## src/verilog/audio_serial_cfg.svh

```systemverilog
`ifndef AUDIO_SERIAL_CFG_SVH
`define AUDIO_SERIAL_CFG_SVH

// Register byte offsets
`define ADDR_CONTROL 8'h00
`define ADDR_CONFIG 8'h04
`define ADDR_STATUS 8'h08
`define ADDR_CLEAR 8'h0C
`define ADDR_FORCE 8'h10
`define ADDR_MASK_SET 8'h14
`define ADDR_MASK_CLEAR 8'h18
`define ADDR_MASK_STATE 8'h1C
`define ADDR_RX_HOLD 8'h20
`define ADDR_TX_HOLD 8'h24

// Control word bits; the transmit bits sit one stride above the receive bits
`define CTL_RX_START 0
`define CTL_RX_STOP 1
`define CTL_CLK_START 2
`define CTL_CLK_STOP 3
`define CTL_DIR_STRIDE 4
`define CTL_SOFT_RESET 7

// Status flag positions
`define ST_RX_ENABLED 0
`define ST_RX_READY 1
`define ST_RX_OVERRUN 2
`define ST_TX_ENABLED 4
`define ST_TX_READY 5
`define ST_TX_UNDERRUN 6
`define ST_RX_CHANNELS 8
`define ST_TX_CHANNELS 20

// Reset values and writable masks
`define CONFIG_RESET 32'h0000_0000
`define CONFIG_WRITABLE 32'hFF00_771D
`define MASK_WRITABLE 32'h0000_0066
`define HOLD_RESET 32'h0000_0000

// Word length codes and sample widths in bits
`define WL_BITS_0 6'h20
`define WL_BITS_1 6'h18
`define WL_BITS_2 6'h14
`define WL_BITS_3 6'h12
`define WL_BITS_4 6'h10
`define WL_BITS_6 6'h08
`define WL_COMPACT16 3'h5
`define WL_COMPACT8 3'h7
`define WL_FULL 6'h20
`define HALF_SHIFT16 5'h10
`define HALF_SHIFT8 5'h08

// Bit clocks per slot, minus one
`define SLOT_LAST 5'h1F

`endif

```

## src/verilog/audio_serial_pkg.sv

```systemverilog
`default_nettype none
package audio_serial_pkg;

  typedef struct packed {
    logic slotWidth24;
    logic masterClockOutSel;
    logic [5:0] mckRatio;
    logic [8:0] rsvA;
    logic underrunRepeatSel;
    logic txDmaSplit;
    logic txMonoDuplicate;
    logic rsvB;
    logic rxLoopbackTest;
    logic rxDmaSplit;
    logic rxMonoDuplicate;
    logic [2:0] rsvC;
    logic [2:0] wordLengthSel;
    logic rsvD;
    logic masterMode;
  } serial_config_s;

  typedef struct packed {
    logic psel;
    logic penable;
    logic pwrite;
    logic [7:0] paddr;
    logic [31:0] pwdata;
  } apb_req_s;

  typedef enum logic [1:0] {
    STOPPED = 2'h1,
    RUNNING = 2'h2
  } run_e;

endpackage

`default_nettype wire

```

## src/verilog/audio_serial_mode_status.sv

```systemverilog
// Functional notes
// - TX DMA split: one or two channels
// - RX DMA split: one or two channels
// - Mono duplicates left sample into right
// - Loopback routes serial out into serial in
// - Word length code sets sample width
// - Code 5 packs two 16-bit samples
// - Code 7 packs two 8-bit samples
// - Slave mode takes clocks from pins
// - Master mode derives and drives clocks
// - Master clock pin forwards source clock
// - TX underrun channel field, cleared together
// - RX overrun channel field, cleared together
// - TX underrun sticky until cleared
// - TX ready while running and holding word empty
// - TX enabled follows actual start/stop
// - RX overrun sticky until cleared
// - RX ready until holding word read
// - RX enabled follows actual start/stop
// - Clear register clears flags by ones
// - Force register sets error flags
// - Mask set and clear registers
// - Mask state register reads enables
// - Interrupt when flag and mask set
// - Underrun sends zero or previous sample
// - Received samples right-justified
//
// The APB slave port was chosen for this implementation.
`timescale 1ns/1ps
`default_nettype none
`include "audio_serial_cfg.svh"

module audio_serial_mode_status (
  input wire logic clk,
  input wire logic reset,
  input wire audio_serial_pkg::apb_req_s apbReq,
  output logic [31:0] prdata,
  output logic pready,
  output logic pslverr,
  output logic irq,
  input wire logic genericSourceClock,
  input wire logic bitClockPinIn,
  output logic bitClockPinOut,
  output logic bitClockPinOe,
  input wire logic wordSelectPinIn,
  output logic wordSelectPinOut,
  output logic wordSelectPinOe,
  output logic serialDataOutPin,
  input wire logic serialDataInPin,
  output logic masterClockPin,
  output logic [1:0] txDmaReq,
  output logic [1:0] rxDmaReq
);
  import audio_serial_pkg::*;

  function automatic logic regAt(input logic [7:0] addr, input logic [7:0] offset);
    return addr == offset;
  endfunction

  function automatic logic [5:0] wordBits(input logic [2:0] code);
    case (code)
      3'h0: return `WL_BITS_0;
      3'h1: return `WL_BITS_1;
      3'h2: return `WL_BITS_2;
      3'h3: return `WL_BITS_3;
      3'h4, 3'h5: return `WL_BITS_4;
      default: return `WL_BITS_6;
    endcase
  endfunction

  serial_config_s cfg;
  logic softReset;
  logic rst;
  logic [31:0] irq_mask_state;
  logic [31:0] readMux;
  logic [31:0] statusWord;
  logic setupPhase;
  logic accessDone;
  logic wrDone;
  logic [31:0] clrWord;
  logic [31:0] forceWord;
  logic thrWrite;
  logic rhrRead;
  logic [2:0] gSync;
  logic [2:0] bSync;
  logic [1:0] wSync;
  logic [1:0] dSync;
  logic ckRun;
  logic master;
  logic bckTog;
  logic fallTick;
  logic riseTick;
  logic wsLatched;
  logic [4:0] bitCnt;
  logic chan;
  logic nextChan;
  logic slotStart;
  logic frameStart;
  logic linkIdle;
  logic runReq [2];
  run_e runState [2];
  logic rxRunning;
  logic txRunning;
  logic [5:0] len;
  logic compact;
  logic [4:0] halfShift;
  logic reuseSlot;
  logic [31:0] fetchWord;
  logic [31:0] txSample;
  logic [31:0] txAligned;
  logic txLoad;
  logic txUnderrunEvt;
  logic txFull;
  logic [31:0] txHold;
  logic [31:0] txWord;
  logic [31:0] txShift;
  logic txUnderrun;
  logic [1:0] tx_underrun_channels;
  logic txReadyFlag;
  logic rxBit;
  logic [31:0] rxShift;
  logic [5:0] rxCnt;
  logic [31:0] rxMask;
  logic [31:0] rxSample;
  logic [31:0] rxLeft;
  logic [31:0] rxValue;
  logic rxStore;
  logic rxOverrunEvt;
  logic rxReady;
  logic rxOverrun;
  logic [1:0] rx_overrun_channels;
  logic [31:0] rxHold;
  logic rxHoldChan;

  // Soft reset takes one cycle to land and then clears itself
  assign rst = reset | softReset;

  // Bus slave: zero wait states, pready is the registered setup phase
  assign setupPhase = apbReq.psel & ~apbReq.penable;
  assign accessDone = apbReq.psel & apbReq.penable & pready;
  assign wrDone = accessDone & apbReq.pwrite;
  assign clrWord = (wrDone & regAt(apbReq.paddr, `ADDR_CLEAR)) ? apbReq.pwdata : '0;
  assign forceWord = (wrDone & regAt(apbReq.paddr, `ADDR_FORCE)) ? apbReq.pwdata : '0;
  assign thrWrite = wrDone & regAt(apbReq.paddr, `ADDR_TX_HOLD);
  assign rhrRead = accessDone & ~apbReq.pwrite & regAt(apbReq.paddr, `ADDR_RX_HOLD);

  always_comb begin
    statusWord = '0;
    statusWord[`ST_RX_ENABLED] = rxRunning;
    statusWord[`ST_RX_READY] = rxReady;
    statusWord[`ST_RX_OVERRUN] = rxOverrun;
    statusWord[`ST_TX_ENABLED] = txRunning;
    statusWord[`ST_TX_READY] = txReadyFlag;
    statusWord[`ST_TX_UNDERRUN] = txUnderrun;
    statusWord[`ST_RX_CHANNELS +: 2] = rx_overrun_channels;
    statusWord[`ST_TX_CHANNELS +: 2] = tx_underrun_channels;
  end

  always_comb begin
    case (apbReq.paddr)
      `ADDR_CONFIG: readMux = cfg;
      `ADDR_STATUS: readMux = statusWord;
      `ADDR_MASK_STATE: readMux = irq_mask_state;
      `ADDR_RX_HOLD: readMux = rxHold;
      default: readMux = '0;
    endcase
  end

  always_ff @(posedge clk) begin
    if (rst) begin
      pready <= 1'b0;
      pslverr <= 1'b0;
      prdata <= '0;
    end else begin
      pready <= setupPhase;
      // Offsets above the holding words are unmapped and answer with an error
      pslverr <= setupPhase & (apbReq.paddr > `ADDR_TX_HOLD || apbReq.paddr[1:0] != 2'h0);
      prdata <= (setupPhase & ~apbReq.pwrite) ? readMux : '0;
    end
  end

  always_ff @(posedge clk) begin
    if (rst) begin
      softReset <= 1'b0;
    end else begin
      softReset <= wrDone & regAt(apbReq.paddr, `ADDR_CONTROL) & apbReq.pwdata[`CTL_SOFT_RESET];
    end
  end

  always_ff @(posedge clk) begin
    if (rst) begin
      cfg <= `CONFIG_RESET;
    end else if (wrDone & regAt(apbReq.paddr, `ADDR_CONFIG)) begin
      cfg <= apbReq.pwdata & `CONFIG_WRITABLE;
    end
  end

  always_ff @(posedge clk) begin
    if (rst) begin
      irq_mask_state <= '0;
    end else if (wrDone & regAt(apbReq.paddr, `ADDR_MASK_SET)) begin
      irq_mask_state <= irq_mask_state | (apbReq.pwdata & `MASK_WRITABLE);
    end else if (wrDone & regAt(apbReq.paddr, `ADDR_MASK_CLEAR)) begin
      irq_mask_state <= irq_mask_state & ~apbReq.pwdata;
    end
  end

  always_ff @(posedge clk) begin
    if (rst) begin
      irq <= 1'b0;
    end else begin
      irq <= |(statusWord & irq_mask_state);
    end
  end

  // Pin synchronisers; only the second stage and later are looked at
  always_ff @(posedge clk) begin
    if (reset) begin
      gSync <= '0;
      bSync <= '0;
      wSync <= '0;
      dSync <= '0;
    end else begin
      gSync <= {gSync[1:0], genericSourceClock};
      bSync <= {bSync[1:0], bitClockPinIn};
      wSync <= {wSync[0], wordSelectPinIn};
      dSync <= {dSync[0], serialDataInPin};
    end
  end

  always_ff @(posedge clk) begin
    if (rst) begin
      ckRun <= 1'b0;
    end else if (wrDone & regAt(apbReq.paddr, `ADDR_CONTROL)) begin
      if (apbReq.pwdata[`CTL_CLK_STOP]) begin
        ckRun <= 1'b0;
      end else if (apbReq.pwdata[`CTL_CLK_START]) begin
        ckRun <= 1'b1;
      end
    end
  end

  // Link timing; the source clock is only sampled, so it must stay well below clk/2
  assign master = cfg.masterMode;
  assign bckTog = master & ckRun & (cfg.masterClockOutSel ? (gSync[1] & ~gSync[2]) : (gSync[1] ^ gSync[2]));
  assign fallTick = master ? (bckTog & bitClockPinOut) : (~bSync[1] & bSync[2]);
  assign riseTick = master ? (bckTog & ~bitClockPinOut) : (bSync[1] & ~bSync[2]);
  assign slotStart = fallTick & (master ? (bitCnt == `SLOT_LAST) : (wsLatched != chan));
  assign nextChan = master ? ~chan : wsLatched;
  assign frameStart = slotStart & ~nextChan;
  assign linkIdle = master & ~ckRun;

  always_ff @(posedge clk) begin
    if (rst) begin
      bitClockPinOut <= 1'b0;
      bitClockPinOe <= 1'b0;
      wordSelectPinOe <= 1'b0;
      masterClockPin <= 1'b0;
      wsLatched <= 1'b0;
    end else begin
      if (~master | ~ckRun) begin
        bitClockPinOut <= 1'b0;
      end else if (bckTog) begin
        bitClockPinOut <= ~bitClockPinOut;
      end
      bitClockPinOe <= master;
      wordSelectPinOe <= master;
      masterClockPin <= master & ckRun & cfg.masterClockOutSel & gSync[1];
      if (riseTick) begin
        wsLatched <= wSync[1];
      end
    end
  end

  always_ff @(posedge clk) begin
    if (rst) begin
      bitCnt <= '0;
      wordSelectPinOut <= 1'b0;
    end else if (fallTick) begin
      bitCnt <= slotStart ? 5'h0 : bitCnt + 5'h1;
      if (slotStart) begin
        wordSelectPinOut <= nextChan;
      end
    end
  end
  assign chan = wordSelectPinOut;

  // Index 0 is the receiver, 1 the transmitter; both start on a frame edge and stop on one, or at once when the master clock is stopped
  for (genvar d = 0; d < 2; d++) begin : g_dir
    always_ff @(posedge clk) begin
      if (rst) begin
        runReq[d] <= 1'b0;
      end else if (wrDone & regAt(apbReq.paddr, `ADDR_CONTROL)) begin
        if (apbReq.pwdata[`CTL_RX_STOP + d * `CTL_DIR_STRIDE]) begin
          runReq[d] <= 1'b0;
        end else if (apbReq.pwdata[`CTL_RX_START + d * `CTL_DIR_STRIDE]) begin
          runReq[d] <= 1'b1;
        end
      end
    end

    always_ff @(posedge clk) begin
      if (rst) begin
        runState[d] <= STOPPED;
      end else begin
        case (runState[d])
          STOPPED: if (runReq[d] & frameStart) runState[d] <= RUNNING;
          RUNNING: if (~runReq[d] & (frameStart | linkIdle)) runState[d] <= STOPPED;
          default: runState[d] <= STOPPED;
        endcase
      end
    end
  end
  assign rxRunning = runState[0] == RUNNING;
  assign txRunning = runState[1] == RUNNING;

  // Sample formatting shared by both directions
  assign len = wordBits(cfg.wordLengthSel);
  assign compact = cfg.wordLengthSel == `WL_COMPACT16 || cfg.wordLengthSel == `WL_COMPACT8;
  assign halfShift = cfg.wordLengthSel == `WL_COMPACT16 ? `HALF_SHIFT16 : `HALF_SHIFT8;

  // Transmit path
  assign reuseSlot = nextChan & (compact | cfg.txMonoDuplicate);
  assign fetchWord = txFull ? txHold : (cfg.underrunRepeatSel ? txWord : '0);
  assign txSample = reuseSlot ? (compact ? txWord >> halfShift : txWord) : fetchWord;
  assign txAligned = txSample << (`WL_FULL - len);
  assign txLoad = slotStart & txRunning & ~reuseSlot;
  assign txUnderrunEvt = txLoad & ~txFull;
  assign txReadyFlag = ~txFull & txRunning;

  always_ff @(posedge clk) begin
    if (rst) begin
      txFull <= 1'b0;
      txHold <= `HOLD_RESET;
    end else begin
      txFull <= (txFull & ~txLoad) | thrWrite;
      if (thrWrite) begin
        txHold <= apbReq.pwdata;
      end
    end
  end

  always_ff @(posedge clk) begin
    if (rst) begin
      txShift <= '0;
      txWord <= '0;
      serialDataOutPin <= 1'b0;
    end else if (fallTick) begin
      if (slotStart & txRunning) begin
        txShift <= txAligned << 1;
        serialDataOutPin <= txAligned[31];
        if (~reuseSlot) begin
          txWord <= fetchWord;
        end
      end else if (slotStart) begin
        txShift <= '0;
        serialDataOutPin <= 1'b0;
      end else begin
        txShift <= txShift << 1;
        serialDataOutPin <= txShift[31];
      end
    end
  end

  always_ff @(posedge clk) begin
    if (rst) begin
      txUnderrun <= 1'b0;
      tx_underrun_channels <= '0;
    end else begin
      // Hardware and forced sets win over a clear in the same cycle
      txUnderrun <= (txUnderrun & ~clrWord[`ST_TX_UNDERRUN]) | forceWord[`ST_TX_UNDERRUN] | txUnderrunEvt;
      tx_underrun_channels <= (tx_underrun_channels & ~clrWord[`ST_TX_CHANNELS +: 2] & ~{2{clrWord[`ST_TX_UNDERRUN]}})
        | forceWord[`ST_TX_CHANNELS +: 2] | (txUnderrunEvt ? 2'h1 << nextChan : 2'h0);
    end
  end

  // Receive path
  assign rxBit = cfg.rxLoopbackTest ? serialDataOutPin : dSync[1];
  assign rxMask = (len == `WL_FULL) ? '1 : (32'h0000_0001 << len) - 32'h0000_0001;
  assign rxSample = rxShift & rxMask;
  assign rxValue = compact
    ? (cfg.wordLengthSel == `WL_COMPACT16 ? {rxSample[15:0], rxLeft[15:0]}
      : {16'h0000, rxSample[7:0], rxLeft[7:0]})
    : ((cfg.rxMonoDuplicate & chan) ? rxLeft : rxSample);
  assign rxStore = slotStart & rxRunning & (rxCnt == len) & ~(compact & ~chan);
  assign rxOverrunEvt = rxStore & rxReady;

  always_ff @(posedge clk) begin
    if (rst) begin
      rxShift <= '0;
      rxCnt <= '0;
      rxLeft <= '0;
    end else if (slotStart) begin
      rxCnt <= '0;
      if (~chan) begin
        rxLeft <= rxSample;
      end
    end else if (riseTick & (rxCnt < len)) begin
      rxShift <= {rxShift[30:0], rxBit};
      rxCnt <= rxCnt + 6'h1;
    end
  end

  always_ff @(posedge clk) begin
    if (rst) begin
      rxHold <= `HOLD_RESET;
      rxHoldChan <= 1'b0;
      rxReady <= 1'b0;
    end else begin
      if (rxStore) begin
        rxHold <= rxValue;
        rxHoldChan <= chan;
      end
      rxReady <= (rxReady & ~rhrRead) | rxStore;
    end
  end

  always_ff @(posedge clk) begin
    if (rst) begin
      rxOverrun <= 1'b0;
      rx_overrun_channels <= '0;
    end else begin
      rxOverrun <= (rxOverrun & ~clrWord[`ST_RX_OVERRUN]) | forceWord[`ST_RX_OVERRUN] | rxOverrunEvt;
      rx_overrun_channels <= (rx_overrun_channels & ~clrWord[`ST_RX_CHANNELS +: 2] & ~{2{clrWord[`ST_RX_OVERRUN]}})
        | forceWord[`ST_RX_CHANNELS +: 2] | (rxOverrunEvt ? 2'h1 << chan : 2'h0);
    end
  end

  // DMA requests; split mode names the audio channel the word belongs to
  always_ff @(posedge clk) begin
    if (rst) begin
      txDmaReq <= '0;
      rxDmaReq <= '0;
    end else begin
      txDmaReq <= txReadyFlag ? (cfg.txDmaSplit ? 2'h1 << ~chan : 2'h1) : 2'h0;
      rxDmaReq <= rxReady ? (cfg.rxDmaSplit ? 2'h1 << rxHoldChan : 2'h1) : 2'h0;
    end
  end

endmodule // audio_serial_mode_status

`default_nettype wire

```

## config.mk

```make
export PLATFORM = sky130hd
export DESIGN_NAME = audio_serial_mode_status
export DESIGN_NICKNAME = d
export VERILOG_FILES = /design/src/verilog/audio_serial_pkg.sv /design/src/verilog/audio_serial_mode_status.sv
export VERILOG_INCLUDE_DIRS = /design/src /design/src/verilog
export SDC_FILE = /design/constraint.sdc
export NUM_CORES = 1
export LEC_CHECK = 0
export BUFFER_PORTS_ARGS = -buffer_cell sky130_fd_sc_hd__buf_2
export CORE_ASPECT_RATIO = 0.8
export CORE_MARGIN = 1.5
export CORE_UTILIZATION = 34
export DETAILED_ROUTE_END_ITERATION = 10
export HOLD_SLACK_MARGIN = 0.06
export MAX_ROUTING_LAYER = met4
export SLEW_MARGIN = 40
export SYNTH_ARGS = -nofsm -noshare
export SYNTH_HDL_FRONTEND = slang
export SYNTH_SLANG_ARGS = --single-unit
export TNS_END_PERCENT = 100
```

## constraint.sdc

```tcl
create_clock -name clk -period 4.5 [get_ports clk]
set_input_delay 0.675 -clock clk [delete_from_list [all_inputs] [get_ports clk]]
set_output_delay 0.675 -clock clk [all_outputs]
set_load 0.01 [all_outputs]
```

==> summary.md, run 1 <==
| Metric | Value |
|---|---|
| Status | `complete, no violations` |
| DRC | `0` |
| Yosys cell types | `73` |
| Critical Path RT | `4.98 ns` |
| CTS tree | `done` |
| Initial DRC Count | `1664` |
| Post-synthesis sequential area ratio | `0.426` |
| Setup Skew | `0.0302 ns` |
| Synth Area in Compound Gates | `0.224` |
| Crit path time final | `3.65 ns` |
| Clk sink count | `324` |
| Post-Synth XOR/XNOR Area | `0.00740` |
| Synth area leader | `dfxtp_1` |
| Seq cells post-synth | `324` |
| Post-synth EDFFs | `6` |
| Most frequently used flop master after synthesis | `dfxtp_1` |
| HP Class | `primary input to register` |
| Final setup TNS | `0 ns` |
| Chip width | `241 microns` |
| Clock buffer depth | `3` |
| Most common cell after layout, fill and taps aside | `dfxtp_1` |
| Cell area after layout | `0.0177 sq mm` |
| Register clock-pin slew on the reported worst setup and hold paths | `0.06 ns` |
| Pre-CTS setup slack | `0.911 ns` |
| Tightest Pin Transition | `0.848 ns` |
| WL final | `54500 microns` |
| Layout cells sized above 1 | `0.133` |
| Initial Util | `0.345` |
| Clock root buffer | `clkbuf_16` |
| Vias per cell | `5.70` |
| Main area contributors after synthesis | `dfxtp_1 41%, a21oi_1 7.2%, nand2_1 6.8%` |
| Max_cap viols | `0` |
| Setup-failing EPs final | `0` |
| Hold-fix buffers, CTS | `0` |
| Post-DRT Antenna Nets | `0` |
| Die Y | `193 microns` |
| Startpoint Class | `register` |
| Pwr dens | `349 mW/mm^2` |
| Ys Warns | `0` |
| Rows | `69` |
| Max incr delay on CP | `0.58 ns` |
| CP Max Fanout | `12` |
| Cell family with most CP delay | `simple AND/OR/NAND/NOR gates` |
| CP cell instances | `inv_1 > ha_1 > nor2_1 > and3_1 > ha_1 > nand2b_1 > nor2_1 > nand3_1 > or4_1 > a221oi_1 > a211o_1` |
| Fin util | `0.397` |
| Layout Cells excl Fill | `2546` |
| Final Max Tran Viols | `0` |
| Global-route wire length before repair | `83000 microns` |
| Fillers | `4561` |
| Simple-Gate Fraction of Synth Area | `0.199` |
| Via count | `14500` |
| RD Place Congestion | `0.935` |
| Gr ovfl total | `0` |
| Syn_area_per_cell | `8.19 sq um` |
| Net count, final | `1983` |
| Final Hold Fails | `0` |
| WP data arrival | `4.13 ns` |
| Port Buffer Count | `93` |
| Setup WS post-layout | `0.851 ns` |
| GRT Overall Usage | `0.236` |
| Vias in the first global route | `13500` |
| CTS Buf Count | `36` |
| Most frequent cells in the layout | `318 x dfxtp_1, 278 x nand2_1, 257 x nor2_1, 220 x a21oi_1, 93 x buf_2` |
| Postcts setup bufs | `0` |
| Slowest-stage cell, CP | `or4_1` |
| Largest family of logic cells by synthesized area | `compound AO/OA/AOI/OAI gates` |
| Cell Count Post-Placement | `2475` |
| H-tree levels | `2` |
| Critical path class | `register to register` |
| Post-Syn Instances | `1878` |
| Core area | `0.0445 sq mm` |
| Max Freq | `0.274 GHz` |
| CP Capture Type | `register` |
| Initial antenna violation count | `7` |
| WHS | `0.332 ns` |
| Rel. slew slack | `0.432` |
| Net Count, Synth | `1951` |
| Post-synth top area share | `0.414` |
| I/O pin cnt | `94` |
| CP bufs+invs | `1` |
| DR WL/cell | `21.4 microns` |
| Post-synth ARST share | `0` |
| LEAKAGE | `6.40 nW` |
| Layout area overhead | `15.0%` |
| Final Cycle Share | `0.811` |
| Clk Latency, worst-skew pair | `0.54 ns` |
| Post-DP Area | `0.0164 sq mm` |
| Drt first pass iters | `10` |
| Cell Area, Synth | `0.0154 sq mm` |
| Dpl hpwl | `38400 microns` |
| Post-Synth Adder-Cell Area | `0.0195` |
| Largest net degree at the start of global routing | `87` |
| Post_cts resized | `0` |
| VDD IR max | `0.248 mV` |
| Post-synthesis mux area share | `0.0794` |
| Total power | `6.18 mW` |
| Die ar. | `0.0465 sq mm` |
| RSZ-0062 raised after global routing | `false` |
==> cells by family after synthesis <==
family / after synthesis
AOI/OAI and AO/OA: 531
xor gates and xnor gates: 13
adders and majority gates: 24
buffers and inverters: 172
DFF: 324
muxes: 105
other: 1
and+or+nand+nor: 708
==> synth_stat cells (5+ instances only) <==
master / number
dfxtp_1: 318
nand2_1: 278
nor2_1: 264
a21oi_1: 220
clkbuf_1: 112
mux2i_1: 70
o21ai_0: 66
a22oi_1: 56
nand3_1: 41
a222oi_1: 28
inv_1: 25
a211oi_1: 24
ha_1: 24
mux2_2: 21
and2_1: 19
nor3_1: 19
a31oi_1: 18
a221oi_1: 17
buf_2: 15
buf_1: 14
nor2b_1: 14
nand2b_1: 12
o211ai_1: 12
a32oi_1: 11
o22ai_1: 11
and4_1: 10
mux4_2: 10
nand3b_1: 10
and3_1: 9
a211o_1: 8
nor3b_1: 8
xnor2_1: 8
a311oi_1: 7
or2_2: 7
edfxtp_1: 6
o31ai_1: 6
xor2_1: 5
==> layer usage <==
| layer | wire (microns) | GRT usage | vias to the layer above |
|---|---|---|---|
| li1 | - | - | 6798 |
| met1 | 26200 | 0.345 | 7019 |
| met2 | 22200 | 0.322 | 622 |
| met3 | 4820 | 0.0565 | 81 |
| met4 | 1240 | 0.0604 | 0 |
| met5 | 0 | - | - |
==> report_power, final <==
group	switching, mW	leakage, nW	internal [mW]
combinational	0.118	3.18	0.0456
sequential	0.00838	2.62	2.89
clock	1.24	0.601	1.87
==> sequential cells by signal (all words and copies together) (netlist names), 17 cells and up, named ones only <==
| signal | cells |
|---|---|
| txWord | 32 |
| cfg | 17 |
| rxLeft | 32 |
| prdata | 32 |
| txShift | 31 |
| rxHold | 32 |
| txHold | 32 |
| irq_mask_state | 28 |
| rxShift | 32 |
==> path summary, 6_finish.rpt <==
kind                            startpoint            endpoint  slack [ns]  depth (start not counted)
worst min-delay path            apbReq[16]  irq_mask_state[16]        0.33                          2
worst max-delay path                cfg[3]         txShift[31]        0.85                         11
worst max register to register      cfg[3]         txShift[31]        0.85                         11
worst min register to register    gSync[0]            gSync[1]        0.44                          1
==> area by class of cell <==
| type | instances | area, sq um | area share |
|---|---|---|---|
| Multi-Input combinational cell | 1382 | 8210 | 0.464 |
| Sequential cell | 324 | 6550 | 0.370 |
| Clock buffer | 47 | 1000 | 0.0567 |
| Timing Repair Buffer | 139 | 823 | 0.0465 |
| Tap cell | 603 | 754 | 0.0426 |
| Clock inverter | 17 | 233 | 0.0132 |
| Inverter | 27 | 101 | 0.00573 |
| Antenna cell | 7 | 17.5 | 0.000990 |
Note: power is estimated with default switching activity, not from simulation.
==> run 2: changes to the inputs <==
Clock period 4.5 ns to 3.2 ns, I/O delays scaled along.
==> summary.md, run 2 (synthesis results as in run 1) <==
| Metric | Value |
|---|---|
| Status | `complete, no violations (unchanged)` |
| Vias per cell | `5.69 (was 5.70)` |
| Largest net degree at the start of global routing | `148 (was 87)` |
| CTS Buf Count | `35 (was 36)` |
| Clk Latency, worst-skew pair | `0.57 ns (was 0.54 ns)` |
| Drt first pass iters | `8 (was 10)` |
| WHS | `0.132 ns (was 0.332 ns)` |
| I/O pin cnt | `94 (unchanged)` |
| Clock power frac | `0.483 (was 0.504)` |
| Critical path class | `register to register (unchanged)` |
| Max Freq | `0.324 GHz (was 0.274 GHz)` |
| Final Hold Fails | `0 (unchanged)` |
| DRC | `0 (unchanged)` |
| Hold-fix buffers, CTS | `0 (unchanged)` |
| Post-DP Area | `0.0167 sq mm (was 0.0164 sq mm)` |
| Clock buffer depth | `3 (unchanged)` |
| Clock root buffer | `clkbuf_16 (unchanged)` |
| Initial DRC Count | `1704 (was 1664)` |
| GRT Overall Usage | `0.239 (was 0.236)` |
| Die Y | `193 microns (unchanged)` |
| Net count, final | `2017 (was 1983)` |
| Post-DRT Antenna Nets | `0 (unchanged)` |
| Tightest Pin Transition | `0.806 ns (was 0.848 ns)` |
| Setup WS post-layout | `0.115 ns (was 0.851 ns)` |
| DR WL/cell | `21.4 microns (about the same)` |
| Setup-failing EPs final | `0 (unchanged)` |
| WP data arrival | `3.52 ns (was 4.13 ns)` |
| Initial Util | `0.345 (unchanged)` |
| Via count | `14700 (was 14500)` |
| RR Startpoint | `master (was cfg[3])` |
| Initial antenna violation count | `5 (was 7)` |
| LEAKAGE | `6.55 nW (was 6.40 nW)` |
| Chip width | `241 microns (unchanged)` |
| Flop pwr share | `0.488 (was 0.469)` |
| Postcts setup bufs | `0 (unchanged)` |
| Setup Skew | `0.0316 ns (was 0.0302 ns)` |
| Pre-CTS setup slack | `0.250 ns (was 0.911 ns)` |
| Port Buffer Count | `93 (unchanged)` |
| Vias in the first global route | `13600 (was 13500)` |
| Final Max Tran Viols | `0 (unchanged)` |
| Rel. slew slack | `0.460 (was 0.432)` |
| Dpl hpwl | `39400 microns (was 38400 microns)` |
| Max_cap viols | `0 (unchanged)` |
| Register clock-pin slew on the reported worst setup and hold paths | `0.06 ns (about the same)` |
| Layout area overhead | `16.1% (was 15.0%)` |
| Crit path time final | `3.09 ns (was 3.65 ns)` |
| Final Cycle Share | `0.964 (was 0.811)` |
| Gr ovfl total | `0 (unchanged)` |
| CP Capture Type | `register (unchanged)` |
| Clk sink count | `324 (unchanged)` |
| Comb pwr share | `0.028 (was 0.027)` |
| Power Internal | `6.42 mW (was 4.80 mW)` |
| H-tree levels | `2 (unchanged)` |
| CP Max Fanout | `16 (was 12)` |
| Global-route wire length before repair | `83800 microns (was 83000 microns)` |
| Pwr dens | `467 mW/mm^2 (was 349 mW/mm^2)` |
| RSZ-0062 raised after global routing | `false (unchanged)` |
| Psw | `1.93 mW (was 1.37 mW)` |
| Post_cts resized | `0 (unchanged)` |
| CP startpoint | `master (was cfg[3])` |
| Core area | `0.0445 sq mm (unchanged)` |
| Critical Path RT | `3.64 ns (was 4.98 ns)` |
| CTS tree | `done (unchanged)` |
| Worst hold path startpoint | `apbReq[41] (was apbReq[16])` |
| VDD IR max | `0.346 mV (was 0.248 mV)` |
| HP Class | `primary input to register (unchanged)` |
| Final setup TNS | `0 ns (unchanged)` |
| RD Place Congestion | `0.987 (was 0.935)` |
| Cell area after layout | `0.0179 sq mm (was 0.0177 sq mm)` |
| Switching Fraction | `0.231 (was 0.222)` |
| WL final | `55100 microns (was 54500 microns)` |
| Most common cell after layout, fill and taps aside | `dfxtp_1 (unchanged)` |
| Startpoint Class | `register (unchanged)` |
| Most frequent cells in the layout | `317 x dfxtp_1, 278 x nand2_1, 259 x nor2_1, 220 x a21oi_1, 93 x buf_2 (was 318 x dfxtp_1, 278 x nand2_1, 257 x nor2_1, 220 x a21oi_1, 93 x buf_2)` |
| Rows | `69 (unchanged)` |
| Die ar. | `0.0465 sq mm (unchanged)` |
| Layout cells sized above 1 | `0.146 (was 0.133)` |
## run 2: path summary, 6_finish.rpt
kind | to | slack, ns | cells after the start
setup / recovery | txShift[15] | 0.11 | 8
hold / removal | pready | 0.13 | 2
setup reg to reg | txShift[15] | 0.11 | 8
hold reg to reg | irq_mask_state[28] | 0.43 | 2
## run 2: worst max-delay path, stage by stage (launching register included)
cell,delay (ns)
dfxtp_1,0.60
nor2b_4,0.31
o22ai_2,0.11
buf_4,0.22
a211oi_1,0.57
o22ai_1,0.28
mux4_2,0.54
a221oi_2,0.25
nor2_1,0.07
## run 2: final cells by class
class	count	area (sq um)
Antenna cell	5	12.5
Clock buffer	49	998
Fill cell	4537	26700
Inverter	27	101
Clock inverter	13	138
Multi-Input combinational cell	1382	8200
Tap cell	603	754
Sequential cell	324	6550
Timing Repair Buffer	174	1110
## run 2: power by group through the flow
stage,registers (mW),logic (mW),clock network (mW)
2_1_floorplan,4.16,0.118,0
3_3_place_gp,4.17,0.234,0
3_5_place_dp,4.17,0.237,0
4_1_cts,4.08,0.237,4.12
5_1_grt,4.08,0.254,4.28
6_report,4.08,0.237,4.04
## run 2: layer usage
layer	global-route usage	up-vias	part of all wire
met1	0.345	7083	0.48
met5	-	-	0
met3	0.0599	84	0.090
met4	0.0586	0	0.023
li1	-	6850	-
met2	0.329	644	0.41
## run 2: stage by stage
stage                     std cells  power [mW]  utilization
after floorplan                1878        4.28            -
after global placement         2510        4.40        0.375
after detailed placement       2510        4.40        0.375
after CTS                      2572        8.43        0.401
after global routing           2577        8.61        0.401
final                          2577        8.35        0.401
